<file path="src/tmr_consts.svh">
// Register map, field positions, reset values and bus codes of the capture/match timer
`ifndef TMR_CONSTS_SVH
`define TMR_CONSTS_SVH

`define TMR_ADDR_W          8
`define TMR_CH_N            4
`define TMR_SYNC_W          5

`define TMR_OFS_CTRL        8'h00
`define TMR_OFS_COUNT       8'h04
`define TMR_OFS_PRESCALE    8'h08
`define TMR_OFS_PCOUNT      8'h0c
`define TMR_OFS_MATCH_CTRL  8'h10
`define TMR_OFS_CAP_CTRL    8'h14
`define TMR_OFS_OUT_CTRL    8'h18
`define TMR_OFS_IRQ_STATUS  8'h1c
`define TMR_OFS_IRQ_MASK    8'h20
`define TMR_OFS_MATCH_HI    4'h3
`define TMR_OFS_CAPT_HI     4'h4

`define TMR_CTRL_EN_BIT     0
`define TMR_CTRL_RST_BIT    1

`define TMR_FLD_W           3
`define TMR_MCR_INT         0
`define TMR_MCR_RST         1
`define TMR_MCR_STOP        2
`define TMR_CCR_RISE        0
`define TMR_CCR_FALL        1
`define TMR_CCR_INT         2

`define TMR_OUT_STATE_LSB   0
`define TMR_OUT_MODE_LSB    4
`define TMR_IRQ_CAP_LSB     4

`define TMR_RST_WORD        32'h0000_0000
`define TMR_RESP_OKAY       2'b00
`define TMR_RESP_DECERR     2'b11

`endif

</file>
<file path="src/tmr_pkg.sv">
// Types shared by the capture/match timer modules
package tmr_pkg;
`include "tmr_consts.svh"

    typedef enum logic [1:0] {
        OUT_HOLD   = 2'b00,
        OUT_LOW    = 2'b01,
        OUT_HIGH   = 2'b10,
        OUT_TOGGLE = 2'b11
    } out_mode_t;

    typedef struct packed {
        logic        en;
        logic        crst;
        logic [31:0] tc;
        logic [31:0] pc;
        logic [31:0] pr;
        logic [3:0][31:0] mr;
        logic [3:0][31:0] cap;
        logic [11:0] mcr;
        logic [11:0] ccr;
        logic [3:0]  mout;
        logic [7:0]  emode;
        logic [7:0]  ists;
        logic [7:0]  imask;
    } tmr_state_t;

    typedef struct packed {
        logic                  aw_got;
        logic [`TMR_ADDR_W-1:0] awaddr;
        logic                  w_got;
        logic [31:0]           wdata;
        logic [3:0]            wstrb;
        logic                  bvalid;
        logic [1:0]            bresp;
        logic                  rvalid;
        logic [31:0]           rdata;
        logic [1:0]            rresp;
    } axil_state_t;

    typedef struct packed {
        logic [`TMR_SYNC_W-1:0] s1;
        logic [`TMR_SYNC_W-1:0] s2;
        logic [`TMR_SYNC_W-1:0] s3;
    } sync_state_t;
endpackage
</file>
<file path="src/capture_match_timer.sv">
// Capture/match timer: prescaler, counter, captures, matches, outputs and interrupt
//
// Behaviour
// - Prescale counter counts timer clock ticks; counter advances when it reaches prescale.
// - Prescale limit and timer counter are both full 32-bit values.
// - Four capture channels store the count on a selected edge of their input.
// - Each capture channel has its own enable for raising an interrupt.
// - Four 32-bit match registers are compared continuously with the counter.
// - A match may leave counting running, optionally raising an interrupt.
// - A match may halt the counter, optionally raising an interrupt.
// - A match may clear the counter to zero, optionally raising an interrupt.
// - Each match output goes low, high, toggles or holds on its match.
// - Counting is in timer clock periods; counters step only on that clock, but the reset bit and COUNT writes act on clk_sys.
// - Registers run on the bus clock; counters follow the separate timer clock.
`timescale 1ns/1ps
`include "tmr_consts.svh"
module capture_match_timer import tmr_pkg::*; (
    input  logic                   clk_sys,
    input  logic                   arst_n,
    input  logic                   ce,
    input  logic [`TMR_ADDR_W-1:0] awaddr,
    input  logic                   awvalid,
    output logic                   awready,
    input  logic [31:0]            wdata,
    input  logic [3:0]             wstrb,
    input  logic                   wvalid,
    output logic                   wready,
    output logic [1:0]             bresp,
    output logic                   bvalid,
    input  logic                   bready,
    input  logic [`TMR_ADDR_W-1:0] araddr,
    input  logic                   arvalid,
    output logic                   arready,
    output logic [31:0]            rdata,
    output logic [1:0]             rresp,
    output logic                   rvalid,
    input  logic                   rready,
    input  logic                   timer_count_clock,
    input  logic [3:0]             capture_input,
    output logic [3:0]             match_output,
    output logic                   irq
);
    tmr_state_t r;
    tmr_state_t n;

    logic                   wr_en;
    logic [`TMR_ADDR_W-1:0] wr_addr;
    logic [31:0]            wr_data;
    logic [3:0]             wr_strb;
    logic                   wr_err;
    logic [`TMR_ADDR_W-1:0] rd_addr;
    logic [31:0]            rd_data;
    logic                   rd_err;
    logic [`TMR_SYNC_W-1:0] pin_rise;
    logic [`TMR_SYNC_W-1:0] pin_fall;
    logic                   tick;
    logic                   advance;
    logic [3:0]             match_hit;
    logic [3:0]             match_evt;
    logic [3:0]             cap_evt;
    logic [3:0]             rst_hit;
    logic [3:0]             stop_hit;

    // Byte-lane merge of a register write
    function automatic logic [31:0] merge(input logic [31:0] old, input logic [31:0] data,
                                          input logic [3:0] strb);
        logic [31:0] res;
        res = old;
        for (int b = 0; b < 4; b++) begin
            if (strb[b]) begin
                res[8*b +: 8] = data[8*b +: 8];
            end
        end
        return res;
    endfunction

    // True for every offset that answers OKAY
    function automatic logic mapped(input logic [`TMR_ADDR_W-1:0] a);
        logic hit;
        hit = 1'b0;
        if (a[1:0] == 2'b00) begin
            hit = (a <= `TMR_OFS_IRQ_MASK) || (a[7:4] == `TMR_OFS_MATCH_HI) || (a[7:4] == `TMR_OFS_CAPT_HI);
        end
        return hit;
    endfunction

    tmr_axil_slave u_bus (
        .clk_sys (clk_sys),
        .arst_n  (arst_n),
        .ce      (ce),
        .awaddr  (awaddr),
        .awvalid (awvalid),
        .awready (awready),
        .wdata   (wdata),
        .wstrb   (wstrb),
        .wvalid  (wvalid),
        .wready  (wready),
        .bresp   (bresp),
        .bvalid  (bvalid),
        .bready  (bready),
        .araddr  (araddr),
        .arvalid (arvalid),
        .arready (arready),
        .rdata   (rdata),
        .rresp   (rresp),
        .rvalid  (rvalid),
        .rready  (rready),
        .wr_en   (wr_en),
        .wr_addr (wr_addr),
        .wr_data (wr_data),
        .wr_strb (wr_strb),
        .wr_err  (wr_err),
        .rd_addr (rd_addr),
        .rd_data (rd_data),
        .rd_err  (rd_err)
    );

    // Timer clock enters as a sampled pin; needs to stay below a quarter of clk_sys
    tmr_pin_sync u_sync (
        .clk_sys (clk_sys),
        .arst_n  (arst_n),
        .ce      (ce),
        .din     ({timer_count_clock, capture_input}),
        .rise    (pin_rise),
        .fall    (pin_fall)
    );

    assign tick    = pin_rise[`TMR_CH_N];
    assign advance = r.en && !r.crst && tick && (r.pc == r.pr);
    assign wr_err  = !mapped(wr_addr);
    assign rd_err  = !mapped(rd_addr);

    genvar g;
    generate
        for (g = 0; g < `TMR_CH_N; g++) begin : g_ch
            assign match_hit[g] = (r.tc == r.mr[g]);
            assign match_evt[g] = advance && match_hit[g];
            assign rst_hit[g]   = match_evt[g] && r.mcr[`TMR_FLD_W*g + `TMR_MCR_RST];
            assign stop_hit[g]  = match_evt[g] && r.mcr[`TMR_FLD_W*g + `TMR_MCR_STOP];
            assign cap_evt[g]   = (pin_rise[g] && r.ccr[`TMR_FLD_W*g + `TMR_CCR_RISE]) ||
                                  (pin_fall[g] && r.ccr[`TMR_FLD_W*g + `TMR_CCR_FALL]);
        end
    endgenerate

    always_comb begin
        n = r;
        // Software writes first, hardware events after so that a set wins over a clear
        if (wr_en) begin
            if (wr_addr[7:4] == `TMR_OFS_MATCH_HI) begin
                n.mr[wr_addr[3:2]] = merge(r.mr[wr_addr[3:2]], wr_data, wr_strb);
            end
            case (wr_addr)
                `TMR_OFS_CTRL: begin
                    if (wr_strb[0]) begin
                        n.en   = wr_data[`TMR_CTRL_EN_BIT];
                        n.crst = wr_data[`TMR_CTRL_RST_BIT];
                    end
                end
                `TMR_OFS_COUNT:      n.tc    = merge(r.tc, wr_data, wr_strb);
                `TMR_OFS_PRESCALE:   n.pr    = merge(r.pr, wr_data, wr_strb);
                `TMR_OFS_MATCH_CTRL: n.mcr   = 12'(merge({20'h0_0000, r.mcr}, wr_data, wr_strb));
                `TMR_OFS_CAP_CTRL:   n.ccr   = 12'(merge({20'h0_0000, r.ccr}, wr_data, wr_strb));
                `TMR_OFS_OUT_CTRL: begin
                    if (wr_strb[0]) begin
                        n.mout  = wr_data[`TMR_OUT_STATE_LSB +: 4];
                        n.emode[3:0] = wr_data[`TMR_OUT_MODE_LSB +: 4];
                    end
                    if (wr_strb[1]) begin
                        n.emode[7:4] = wr_data[11:8];
                    end
                end
                `TMR_OFS_IRQ_STATUS: begin
                    if (wr_strb[0]) begin
                        n.ists = r.ists & ~wr_data[7:0];
                    end
                end
                `TMR_OFS_IRQ_MASK: begin
                    if (wr_strb[0]) begin
                        n.imask = wr_data[7:0];
                    end
                end
                default: ;
            endcase
        end
        if (r.crst) begin
            n.tc = `TMR_RST_WORD;
            n.pc = `TMR_RST_WORD;
        end else if (r.en && tick) begin
            if (r.pc == r.pr) begin
                n.pc = `TMR_RST_WORD;
                if (|rst_hit) begin
                    n.tc = `TMR_RST_WORD;
                end else if (|stop_hit) begin
                    n.tc = r.tc;
                end else begin
                    n.tc = r.tc + 32'h1;
                end
                if (|stop_hit) begin
                    n.en = 1'b0;
                end
            end else begin
                n.pc = r.pc + 32'h1;
            end
        end
        for (int i = 0; i < `TMR_CH_N; i++) begin
            if (match_evt[i]) begin
                unique case (out_mode_t'(r.emode[2*i +: 2]))
                    OUT_HOLD:   n.mout[i] = r.mout[i];
                    OUT_LOW:    n.mout[i] = 1'b0;
                    OUT_HIGH:   n.mout[i] = 1'b1;
                    OUT_TOGGLE: n.mout[i] = ~r.mout[i];
                endcase
                if (r.mcr[`TMR_FLD_W*i + `TMR_MCR_INT]) begin
                    n.ists[i] = 1'b1;
                end
            end
            if (cap_evt[i]) begin
                n.cap[i] = r.tc;
                if (r.ccr[`TMR_FLD_W*i + `TMR_CCR_INT]) begin
                    n.ists[`TMR_IRQ_CAP_LSB + i] = 1'b1;
                end
            end
        end
    end

    always_ff @(posedge clk_sys or negedge arst_n) begin
        if (!arst_n) begin
            r <= '0;
        end else if (ce) begin
            r <= n;
        end
    end

    always_comb begin
        rd_data = `TMR_RST_WORD;
        if (rd_addr[7:4] == `TMR_OFS_MATCH_HI) begin
            rd_data = r.mr[rd_addr[3:2]];
        end else if (rd_addr[7:4] == `TMR_OFS_CAPT_HI) begin
            rd_data = r.cap[rd_addr[3:2]];
        end else begin
            case (rd_addr)
                `TMR_OFS_CTRL:       rd_data = {30'h0, r.crst, r.en};
                `TMR_OFS_COUNT:      rd_data = r.tc;
                `TMR_OFS_PRESCALE:   rd_data = r.pr;
                `TMR_OFS_PCOUNT:     rd_data = r.pc;
                `TMR_OFS_MATCH_CTRL: rd_data = {20'h0_0000, r.mcr};
                `TMR_OFS_CAP_CTRL:   rd_data = {20'h0_0000, r.ccr};
                `TMR_OFS_OUT_CTRL:   rd_data = {20'h0_0000, r.emode, r.mout};
                `TMR_OFS_IRQ_STATUS: rd_data = {24'h00_0000, r.ists};
                `TMR_OFS_IRQ_MASK:   rd_data = {24'h00_0000, r.imask};
                default:             rd_data = `TMR_RST_WORD;
            endcase
        end
    end

    assign match_output = r.mout;
    assign irq          = |(r.ists & r.imask);
endmodule // capture_match_timer

</file>
<file path="src/tmr_axil_slave.sv">
// AXI4-Lite slave front end: one write and one read at a time
`timescale 1ns/1ps
`include "tmr_consts.svh"
module tmr_axil_slave import tmr_pkg::*; (
    input  logic                   clk_sys,
    input  logic                   arst_n,
    input  logic                   ce,
    input  logic [`TMR_ADDR_W-1:0] awaddr,
    input  logic                   awvalid,
    output logic                   awready,
    input  logic [31:0]            wdata,
    input  logic [3:0]             wstrb,
    input  logic                   wvalid,
    output logic                   wready,
    output logic [1:0]             bresp,
    output logic                   bvalid,
    input  logic                   bready,
    input  logic [`TMR_ADDR_W-1:0] araddr,
    input  logic                   arvalid,
    output logic                   arready,
    output logic [31:0]            rdata,
    output logic [1:0]             rresp,
    output logic                   rvalid,
    input  logic                   rready,
    output logic                   wr_en,
    output logic [`TMR_ADDR_W-1:0] wr_addr,
    output logic [31:0]            wr_data,
    output logic [3:0]             wr_strb,
    input  logic                   wr_err,
    output logic [`TMR_ADDR_W-1:0] rd_addr,
    input  logic [31:0]            rd_data,
    input  logic                   rd_err
);
    axil_state_t r;
    axil_state_t n;

    // AW, W and AR handshakes stall while ce is low, so no beat is lost
    assign awready = ce && !r.aw_got && !r.bvalid;
    assign wready  = ce && !r.w_got && !r.bvalid;
    assign arready = ce && !r.rvalid;
    assign wr_en   = ce && r.aw_got && r.w_got && !r.bvalid;

    always_comb begin
        n = r;
        if (awvalid && awready) begin
            n.aw_got = 1'b1;
            n.awaddr = awaddr;
        end
        if (wvalid && wready) begin
            n.w_got = 1'b1;
            n.wdata = wdata;
            n.wstrb = wstrb;
        end
        if (wr_en) begin
            n.aw_got = 1'b0;
            n.w_got  = 1'b0;
            n.bvalid = 1'b1;
            n.bresp  = wr_err ? `TMR_RESP_DECERR : `TMR_RESP_OKAY;
        end
        if (r.bvalid && bready) begin
            n.bvalid = 1'b0;
        end
        if (arvalid && arready) begin
            n.rvalid = 1'b1;
            n.rdata  = rd_data;
            n.rresp  = rd_err ? `TMR_RESP_DECERR : `TMR_RESP_OKAY;
        end
        if (r.rvalid && rready) begin
            n.rvalid = 1'b0;
        end
    end

    always_ff @(posedge clk_sys or negedge arst_n) begin
        if (!arst_n) begin
            r <= '0;
        end else if (ce) begin
            r <= n;
        end
    end

    assign wr_addr = r.awaddr;
    assign wr_data = r.wdata;
    assign wr_strb = r.wstrb;
    assign rd_addr = araddr;
    assign bvalid  = r.bvalid;
    assign bresp   = r.bresp;
    assign rvalid  = r.rvalid;
    assign rdata   = r.rdata;
    assign rresp   = r.rresp;
endmodule // tmr_axil_slave

</file>
<file path="src/tmr_pin_sync.sv">
// Two-stage pin synchroniser with rise and fall detection
`timescale 1ns/1ps
`include "tmr_consts.svh"
module tmr_pin_sync import tmr_pkg::*; (
    input  logic                   clk_sys,
    input  logic                   arst_n,
    input  logic                   ce,
    input  logic [`TMR_SYNC_W-1:0] din,
    output logic [`TMR_SYNC_W-1:0] rise,
    output logic [`TMR_SYNC_W-1:0] fall
);
    sync_state_t r;
    sync_state_t n;

    always_comb begin
        n    = r;
        n.s1 = din;
        n.s2 = r.s1;
        n.s3 = r.s2;
    end

    always_ff @(posedge clk_sys or negedge arst_n) begin
        if (!arst_n) begin
            r <= '0;
        end else if (ce) begin
            r <= n;
        end
    end

    // Only s2/s3 are looked at; s1 may be metastable
    assign rise = r.s2 & ~r.s3;
    assign fall = ~r.s2 & r.s3;
endmodule // tmr_pin_sync

</file>
<file path="config.mk">
export PLATFORM = sky130hd
export DESIGN_NAME = capture_match_timer
export DESIGN_NICKNAME = d
export VERILOG_FILES = /design/src/tmr_pkg.sv /design/src/capture_match_timer.sv /design/src/tmr_axil_slave.sv /design/src/tmr_pin_sync.sv
export VERILOG_INCLUDE_DIRS = /design/src
export SDC_FILE = /design/constraint.sdc
export NUM_CORES = 1
export LEC_CHECK = 0
export BUFFER_PORTS_ARGS = -buffer_cell sky130_fd_sc_hd__buf_2
export CAP_MARGIN = 10
export CORE_MARGIN = 4
export CORE_UTILIZATION = 30
export CTS_CLUSTER_DIAMETER = 30
export DETAILED_ROUTE_END_ITERATION = 8
export SYNTH_ARGS = -nofsm -noshare
export SYNTH_HDL_FRONTEND = slang
export SYNTH_SLANG_ARGS = --single-unit
</file>
<file path="constraint.sdc">
create_clock -name clk_sys -period 2.6 [get_ports clk_sys]
set_input_delay 0.26 -clock clk_sys [delete_from_list [all_inputs] [get_ports clk_sys]]
set_output_delay 0.26 -clock clk_sys [all_outputs]
set_load 0.05 [all_outputs]
</file>
; ---- After elaboration in Yosys (flattened, before gate mapping)
; Cells that the tools add are included.
[op_classes]
n_addsub = 2
n_lt_le_gt_ge = 5
n_eq_ne = 41
n_mux = 87
bitwise_logic = 11
n_reduce_logical = 110
[op_table]
columns = op, n
row1 = $mux 32, 11
row2 = $pmux 32 s9, 1
row3 = $bmux 32 s2, 3
row4 = $eq 32x32->1, 5
row5 = $mux 8, 20
row6 = $bwmux 128, 1
row7 = $mux 64, 2
row8 = $add 32x1->32 const B, 2
row9 = $demux 32 s2, 1
row10 = $eq 8x5->1 const B, 8
row11 = $reduce_and 4->1, 12
row12 = $logic_and 1x1->1, 38
row13 = $mux 37, 1
row14 = $mux 35, 1
row15 = $mux 34, 1
row16 = $reduce_bool 2->1, 17
row17 = $mux 1, 30
row18 = $mux 28, 1
row19 = $reduce_and 2->1, 14
row20 = $eq 8x4->1 const B, 3
row21 = $reduce_and 5->1, 4
row22 = $and 8x8->8, 2
row23 = $eq 2x2->1 const B, 8
row24 = $eq 8x3->1 const B, 2
row25 = other kinds (28), 68
[word_totals]
reg_bits = 505
input_bits = 65
output_inout_bits = 46
elab_cells = 297

; ---- Longest topological paths before layout
; Gate-level depths: netlist of the first run.
[depth]
word_depth = 12
depth_mapped = 12
ltp_nobuf = 9

; ---- By module
; From an unflattened synthesis of the first run, not the netlist that was laid out.
[unflattened]
cells_unflattened = 2509
area_unflattened_um2 = 27565.2
[by_module_without_submodules]
columns = module, n_inst, cells_each, area_per_inst_um2, seq_area_each_um2
row1 = capture_match_timer, 1, 2194, 22970.8, 10159.7
row2 = tmr_axil_slave, 1, 273, 3918.8, 2052.0
row3 = tmr_pin_sync, 1, 42, 675.6, 375.4

; ---- Worst setup path after synthesis of the first run
; Ideal clock, no wire load.
[synth_timing]
kind = flip-flop to flip-flop
startpoint = register u_bus.r, in the netlist u_bus.bvalid
endpoint = register u_bus.r, in the netlist u_bus.wr_data[10]
setup_time_ns = 0.125
t_arrival_ns = 2.744
required_time_ns = 2.475
slack_ns = -0.269
path_stages_with_launch = 7
n_path_buf = 2
period_less_slack_ns = 2.869
path_cell_list = dfrtp_1 > nand2b_1 > nor2_1 > and2_1 > clkbuf_1 > clkbuf_1 > mux2_2
[synth_between]
elab_chain_cells = 4
[synth_rtl]
columns = element, line
row1 = start: declaration, tmr_axil_slave.sv:34  ; axil_state_t r;
row2 = start signal: assignment, tmr_axil_slave.sv:77  ; r <= n;
row3 = $logic_not 1->1, tmr_axil_slave.sv:39  ; assign wready = ce && !r.w_got && !r.bvalid;
row4 = $logic_and 1x1->1, tmr_axil_slave.sv:39
row5 = via wready, capture_match_timer.sv:27  ; output logic wready,
row6 = $logic_and 1x1->1, tmr_axil_slave.sv:49  ; if (wvalid && wready) begin
row7 = $reduce_and 2->1 (no line), -
; The timed path passes the listed nets, and every way through them passes these cells.
; A chain may end at the register's enable or synchronous reset.

; ---- Final worst setup path of the first run
[layout_timing]
startpoint = register r[378] (netlist name)
endpoint = register r[376] (netlist name)
[layout_between]
elab_chain_cells = 8
elab_cells_between_ends = 24
cone_classes = eq/ne: 5 / mux: 4 / reduce/logical: 15
[layout_rtl]
columns = element, line
row1 = start: declaration, capture_match_timer.sv:43  ; tmr_state_t r;
row2 = start signal: assignment, capture_match_timer.sv:230  ; r <= n;
row3 = $eq 32x32->1, capture_match_timer.sv:136  ; assign match_hit[g] = (r.tc == r.mr[g]);
row4 = $logic_and 1x1->1, capture_match_timer.sv:137  ; assign match_evt[g] = advance && match_hit[g];
row5 = $logic_and 1x1->1, capture_match_timer.sv:138  ; assign rst_hit[g] = match_evt[g] && r.mcr[`TMR_FLD_W*g + `TMR_MCR_RST];
row6 = $reduce_or 4->1, capture_match_timer.sv:191  ; if (|rst_hit) begin
row7 = $mux 32, capture_match_timer.sv:191
row8 = $mux 32, capture_match_timer.sv:189  ; if (r.pc == r.pr) begin
row9 = $mux 64, capture_match_timer.sv:188  ; end else if (r.en && tick) begin
row10 = $mux 64, capture_match_timer.sv:185  ; if (r.crst) begin
; Several ways; a longest one is shown, not always the timed one. The select of a mux whose other input is x is not followed.

==> results.json, run 1 <==
{
  "synth_cell_types": 77,
  "min_path_type": "input pin to asynchronous set/reset pin",
  "dieWidth_um": 305,
  "grt.overflow.total": 0,
  "final_common_cell": "dfrtp_1",
  "critical_path_class": "flop to flop",
  "final_nets": 2866,
  "min_period_ps": 2740,
  "worst_slack_ps": -143,
  "vias": 22000,
  "clockRootBuffer": "clkbuf_16",
  "peakVddDrop_uv": 546,
  "setup_violations": 30,
  "syn_inst": 2463,
  "syn_to_final_growth_pct": 33.0,
  "tns_ps": -2570,
  "seqCellArea_sq_um": 12600,
  "htree_levels": 3,
  "grt_pass1_vias": 21700,
  "antenna_found_initial": 1,
  "synthArstFlopShare_pct": 100,
  "cts_tree": "done",
  "core_area_sq_um": 87300,
  "synth_xor_area_share_pct": 6.23,
  "critical_path_arrival_ps": 3260,
  "yosysWarnings": 0,
  "clk_latency_ps": 670,
  "first_iter_violations": 2227,
  "cp-start-kind": "flop",
  "slew_violations": 0,
  "boundaryPins": 111,
  "grt_start_max_net_pins": 74,
  "cts_made_buffers": 104,
  "drive_gt1_share_pct": 35.7,
  "first_pass_iters": 6,
  "vias_per_cell": 5.44,
  "maxSlewHeadroom_pct": 48.0,
  "syn_avg_cell_area_sq_um": 10.8,
  "dieArea_sq_um": 93300,
  "ys_seq_area_share_pct": 47.4,
  "status": "complete, but fails checks",
  "required_ps": 3110,
  "post-route-drc-count": 0,
  "synth_adder_area_share_pct": 0.0943,
  "hold_violations": 0,
  "post_drt_wl_per_cell_um": 23.7,
  "violations": "setup timing",
  "synth_top_flop_cell": "dfrtp_1",
  "ys_ff_latch": 503,
  "wl_met1_mm": 38.4,
  "fp.dieH_um": 305,
  "clock_skew_ps": 28.8,
  "synth_top_family_by_area": "multiplexers",
  "power_leakage_nw": 15.0,
  "ant_nets": 0,
  "finalWirelength_mm": 95.8,
  "cap_violations": 0,
  "endpoint_kind": "flop",
  "routed.top_layer": "met4",
  "synth_edf_count": 0,
  "synth_compound_gate_area_share_pct": 12.5,
  "n_fill_cell": 8240,
  "multi_input_area_sq_um": 13500,
  "rsz0062_at_grt": "yes",
  "path_clk_slew_ps": 50,
  "clock-sinks": 503,
  "place_congestion": 0.997,
  "grt_pass1_wl_mm": 142,
  "tightest_slew_ps": 781,
  "max_freq_ghz": 0.365,
  "syn-num-nets": 2530,
  "finalPower_mw": 32.6,
  "dp_hpwl_mm": 68.2,
  "syn_area_sq_um": 26500,
  "power_density_nw_per_um2": 922,
  "synth-simple-area-share_pct": 11.7,
  "io_buffers": 110,
  "fp-row-count": 108,
  "wl_met2_mm": 44.6,
  "cts_buffer_depth": 3,
  "wl_met3_mm": 7.69,
  "yosys-mux-area-fraction_pct": 17.1,
  "floorplan.initialDensity_pct": 30.4,
  "cp_max_fo": 9,
  "min_period_over_period_pct": 106,
  "layout.cells.most_common_list": "dfrtp_1, nand2_1, buf_4, o21ai_0, mux2_2",
  "grt_use_total_pct": 20.0
}
-- cells in the mapped netlist, drive strengths merged (3+ instances only) --
cell type / instances / share of area [%]
nand4: 58 / 1.4
nand3b: 8 / 0.23
and3: 22 / 0.52
xnor2: 165 / 5.5
o211ai: 5 / 0.14
nor4: 14 / 0.47
mux4: 96 / 8.1
a21oi: 89 / 1.7
a31oi: 13 / 0.31
nand2: 272 / 3.9
a22oi: 85 / 2.4
or2: 4 / 0.094
nor3: 30 / 0.62
xor2: 22 / 0.73
nor2: 162 / 2.3
o22ai: 18 / 0.49
inv: 32 / 0.45
mux2i: 42 / 1.6
a211oi: 12 / 0.34
buf: 118 / 2.9
nand2b: 4 / 0.094
nor3b: 3 / 0.085
and4: 7 / 0.23
nand3: 63 / 1.2
o21ai: 229 / 4.3
a32o: 7 / 0.26
a22o: 11 / 0.36
mux2: 174 / 7.4
a21o: 8 / 0.23
a41oi: 6 / 0.27
and2: 11 / 0.26
clkbuf: 109 / 1.5
a221oi: 15 / 0.49
o31ai: 11 / 0.31
a32oi: 6 / 0.20
dfrtp: 503 / 47
-- power breakdown --
group / internal (mW) / switching, mW
clock: 9.38 / 4.68
sequential: 8.81 / 2.17
combinational: 3.40 / 4.12
-- final timing paths --
path / start / end / slack (ps) / depth (start not counted)
max in group asynchronous: arst_n / r[398]$_DFFE_PN0P_ / 1540 / 3
hold / removal: arst_n / u_sync.n[9]$_DFFE_PN0P_ / 130 / 2
min in group clk_sys: ce / u_bus.rvalid$_DFFE_PN0P_ / 130 / 5
setup / recovery: r[378]$_DFFE_PN0P_ / r[376]$_DFFE_PN0P_ / -140 / 11
hold reg to reg: u_bus.rdata[14]$_DFFE_PN0P_ / u_bus.rdata[14]$_DFFE_PN0P_ / 470 / 2
setup reg to reg: r[378]$_DFFE_PN0P_ / r[376]$_DFFE_PN0P_ / -140 / 11
-- logic make-up (layout without fill, tap and decap cells) --
| group | after synthesis | after routing |
|---|---|---|
| muxes | 312 | 312 |
| DFF | 503 | 503 |
| adders and majority gates | 2 | 2 |
| and+or+nand+nor | 669 | 669 |
| AOI/OAI and AO/OA | 531 | 531 |
| other | 0 | 1 |
| xor gates and xnor gates | 187 | 187 |
| buffers and inverters | 259 | 682 |
-- routing by layer --
metal  vias to the layer above  GRT usage, %
met5                         -             0
met1                     11000          25.9
met3                       265          3.84
met2                      1087          32.1
li1                       9605             -
met4                         0          10.2
-- repair_timing --
item / CTS / global route
gates cloned: 1 / 2
gates resized for setup: 74 / 92
hold buffers: 57 / 0
pin swaps: 21 / 27
endpoints found under the setup margin: 37 / 102
buffers inserted: 7 / 20
hold endpoints to repair: 107 / 0
-- final cells by class --
cell class                      instances  share of cell area (%)
Multi-Input combinational cell       1701                    38.3
Sequential cell                       503                    35.8
Timing Repair Buffer                  457                    10.9
Clock buffer                          128                    8.14
Tap cell                             1155                    4.09
Clock inverter                         65                    2.45
Inverter                               32                   0.340
Antenna cell                            1                 0.00709
-- through the flow --
stage	instances	hold slack (ps)	utilization, %	setup slack [ps]	instance area, sq um
2_1_floorplan	2463	-35.6	-	88.8	26500
3_3_place_gp	3762	246	34.2	-462	29800
3_5_place_dp	3762	245	34.2	-424	29800
4_1_cts	4020	94.2	39.7	-24.8	34600
5_1_grt	4041	150	40.4	-178	35300
6_report	4042	128	40.4	-143	35300
-- sequential cells by signal (all words and copies together) (netlist names) --
name	count
match_output	4
r	402
u_sync.n	10
u_bus.rdata	32
u_bus.rvalid	1
u_sync.r	5
u_bus.wr_addr	8
u_bus.bresp	1
u_bus.bvalid	1
u_bus.wr_data	32
u_bus.rresp	1
u_bus.r	2
u_bus.wr_strb	4
-- worst max-delay path, cell delays in order, from the launching register on --
cell and delay, ps:
dfrtp_2 510, buf_4 190, xnor2_2 160, nand4_1 170, nor4_1 270, buf_4 200, nand3_2 70, a41o_1 300
o21ai_4 220, nand2b_4 240, clkbuf_16 190, o22ai_2 70
Note: power is estimated with default switching activity, not from simulation.
==> run 2, diff against run 1 <==
- CORE_UTILIZATION: 30 -> 55
- PLACE_DENSITY: unset -> 0.72
==> results.json, run 2 (same netlist as run 1, synthesis figures left out) <==
{
  "cp_slowest_stage_delay_ps": 470,
  "dieWidth_um": 228,
  "p_switching_mw": 11.3,
  "boundaryPins": 111,
  "cp-start-kind": "flop",
  "cpMaxStageDelayCell": "dfrtp_2",
  "rsz0062_at_grt": "yes",
  "io_buffers": 110,
  "final_nets": 2899,
  "ant_nets": 0,
  "switching_share_pct": 33.2,
  "post-route-drc-count": 0,
  "hold_depth": 4,
  "core_area_sq_um": 47700,
  "grt_pass1_wl_mm": 148,
  "violations": "setup timing",
  "p_int_mw": 22.7,
  "placed_area_sq_um": 29300,
  "cts_tree": "done",
  "cap_violations": 0,
  "min_period_over_period_pct": 105,
  "required_ps": 3160,
  "endpoint_kind": "flop",
  "grt_pass1_vias": 23400,
  "clock_skew_ps": 32.6,
  "floorplan.initialDensity_pct": 55.6,
  "final_common_cell": "dfrtp_1",
  "min_period_ps": 2740,
  "first_pass_iters": 8,
  "path_cells": "buf_4, xnor2_1, nand4_1, nor4_2, buf_4, buf_12, nand3_2, a41o_1, o21ai_4, buf_8, buf_6, a211oi_1, o22ai_1",
  "power_leakage_nw": 15.3,
  "rrSetupSlack_ps": -140,
  "r2r_cells": 13,
  "slew_violations": 0,
  "place_congestion": 1.12,
  "finalWirelength_mm": 100,
  "status": "complete, but fails checks",
  "stdcell_count": 3539,
  "fp-row-count": 80,
  "fp.dieH_um": 228,
  "max_freq_ghz": 0.365,
  "power_density_nw_per_um2": 968,
  "p_clk_share_pct": 44.2,
  "dp_cells": 3250,
  "dieArea_sq_um": 51800,
  "setup_violations": 32,
  "antenna_found_initial": 6,
  "vias": 23300,
  "dp_hpwl_mm": 68.5,
  "htree_levels": 3,
  "drive_gt1_share_pct": 36.4,
  "syn_to_final_growth_pct": 32.0,
  "critical_path_class": "flop to flop",
  "grt.overflow.total": 0,
  "seqPwrFrac_pct": 32.3,
  "p_comb_share_pct": 23.5,
  "clockRootBuffer": "clkbuf_16",
  "hold_violations": 0,
  "tightest_slew_ps": 768,
  "critical_path_arrival_ps": 3300,
  "cp_max_fo": 5,
  "cts_made_buffers": 111,
  "layout.cells.most_common_list": "dfrtp_1, buf_4, nand2_1, o21ai_0, mux2_2",
  "tns_ps": -2100,
  "grt_use_total_pct": 38.5,
  "path_clk_slew_ps": 50,
  "min_path_type": "input pin to flop",
  "cp_common_cell": "buf_4",
  "grt_start_max_net_pins": 68,
  "clock-sinks": 503,
  "worst_slack_ps": -138,
  "post_drt_wl_per_cell_um": 28.4,
  "largest_register": "r",
  "vias_per_cell": 6.59,
  "maxSlewHeadroom_pct": 48.6,
  "clk_latency_ps": 670,
  "final_cell_area_sq_um": 35000,
  "first_iter_violations": 2946,
  "post-place-ws_ps": -289,
  "peakVddDrop_uv": 1140,
  "cts_buffer_depth": 3,
  "largest_register_ffs": 402
}
-- run 2: changes by cell type in the layout (fill, tap and decap cells not counted), sizes merged --
cell,previous run,this run
buf,398,429
bufinv,15,20
clkbuf,130,133
clkinv,25,31
clkinvlp,14,10
diode,1,3
dlygate4sd3,57,54
inv,43,40
-- run 2: final cells by class --
type / instances / area [sq um]
Clock inverter: 69 / 975
Inverter: 32 / 120
Antenna cell: 3 / 7.51
Timing Repair Buffer: 483 / 4030
Clock buffer: 133 / 3040
Multi-Input combinational cell: 1701 / 13500
Sequential cell: 503 / 12600
Tap cell: 615 / 769
Fill cell: 3192 / 12700
-- run 2: final timing paths --
kind	from	to
max in group asynchronous	arst_n	r[383]$_DFFE_PN0P_
worst min register to register	u_bus.rdata[1]$_DFFE_PN0P_	u_bus.rdata[1]$_DFFE_PN0P_
worst min-delay path	araddr[0]	u_bus.rresp[0]$_DFFE_PN0P_
worst max register to register	r[386]$_DFFE_PN0P_	r[393]$_DFFE_PN0P_
min in group asynchronous	arst_n	u_bus.wr_data[17]$_DFFE_PN0P_
worst max-delay path	r[386]$_DFFE_PN0P_	r[393]$_DFFE_PN0P_
-- run 2: repair_timing --
action                                  in CTS  in global routing
pin swaps                                   15                 26
endpoints found under the hold margin      105                  0
gates resized for setup                     95                 76
endpoints found under the setup margin      37                 67
hold buffers                                54                  0
setup buffers                               10                 20
cloned                                       2                  0
-- run 2: critical path: cells and delay by family, from the launching register on --
kind | cells | cell delay [ps]
xor gates and xnor gates | 1 | 190
DFF | 1 | 470
AOI/OAI and AO/OA | 4 | 770
and+or+nand+nor | 3 | 490
buffers and inverters | 5 | 740
-- run 2: layer usage --
layer	track usage [%]	vias to the layer above	part of all wire, %
met5	0	-	0.047
met4	15.6	6	5.0
met3	11.5	338	12
met2	58.3	1632	45
met1	52.8	11700	38
li1	-	9651	-
-- run 2: power groups by stage --
stage,clock (mW),combinational (mW),sequential [mW]
floorplan,0,4.07,9.75
global placement,0,6.88,10.8
detailed placement,0,6.98,10.8
CTS,15.0,7.39,10.7
global route,15.5,8.34,11.0
finish,15.0,7.97,11.0
-- run 2: metrics by stage --
step	hold WS (ps)	util [%]	power (mW)
CTS	77.2	72.2	33.1
floorplan	-35.6	-	13.8
global placement	301	61.4	17.6
finish	85.9	73.4	33.9
global route	112	73.4	34.8
detailed placement	305	61.4	17.8
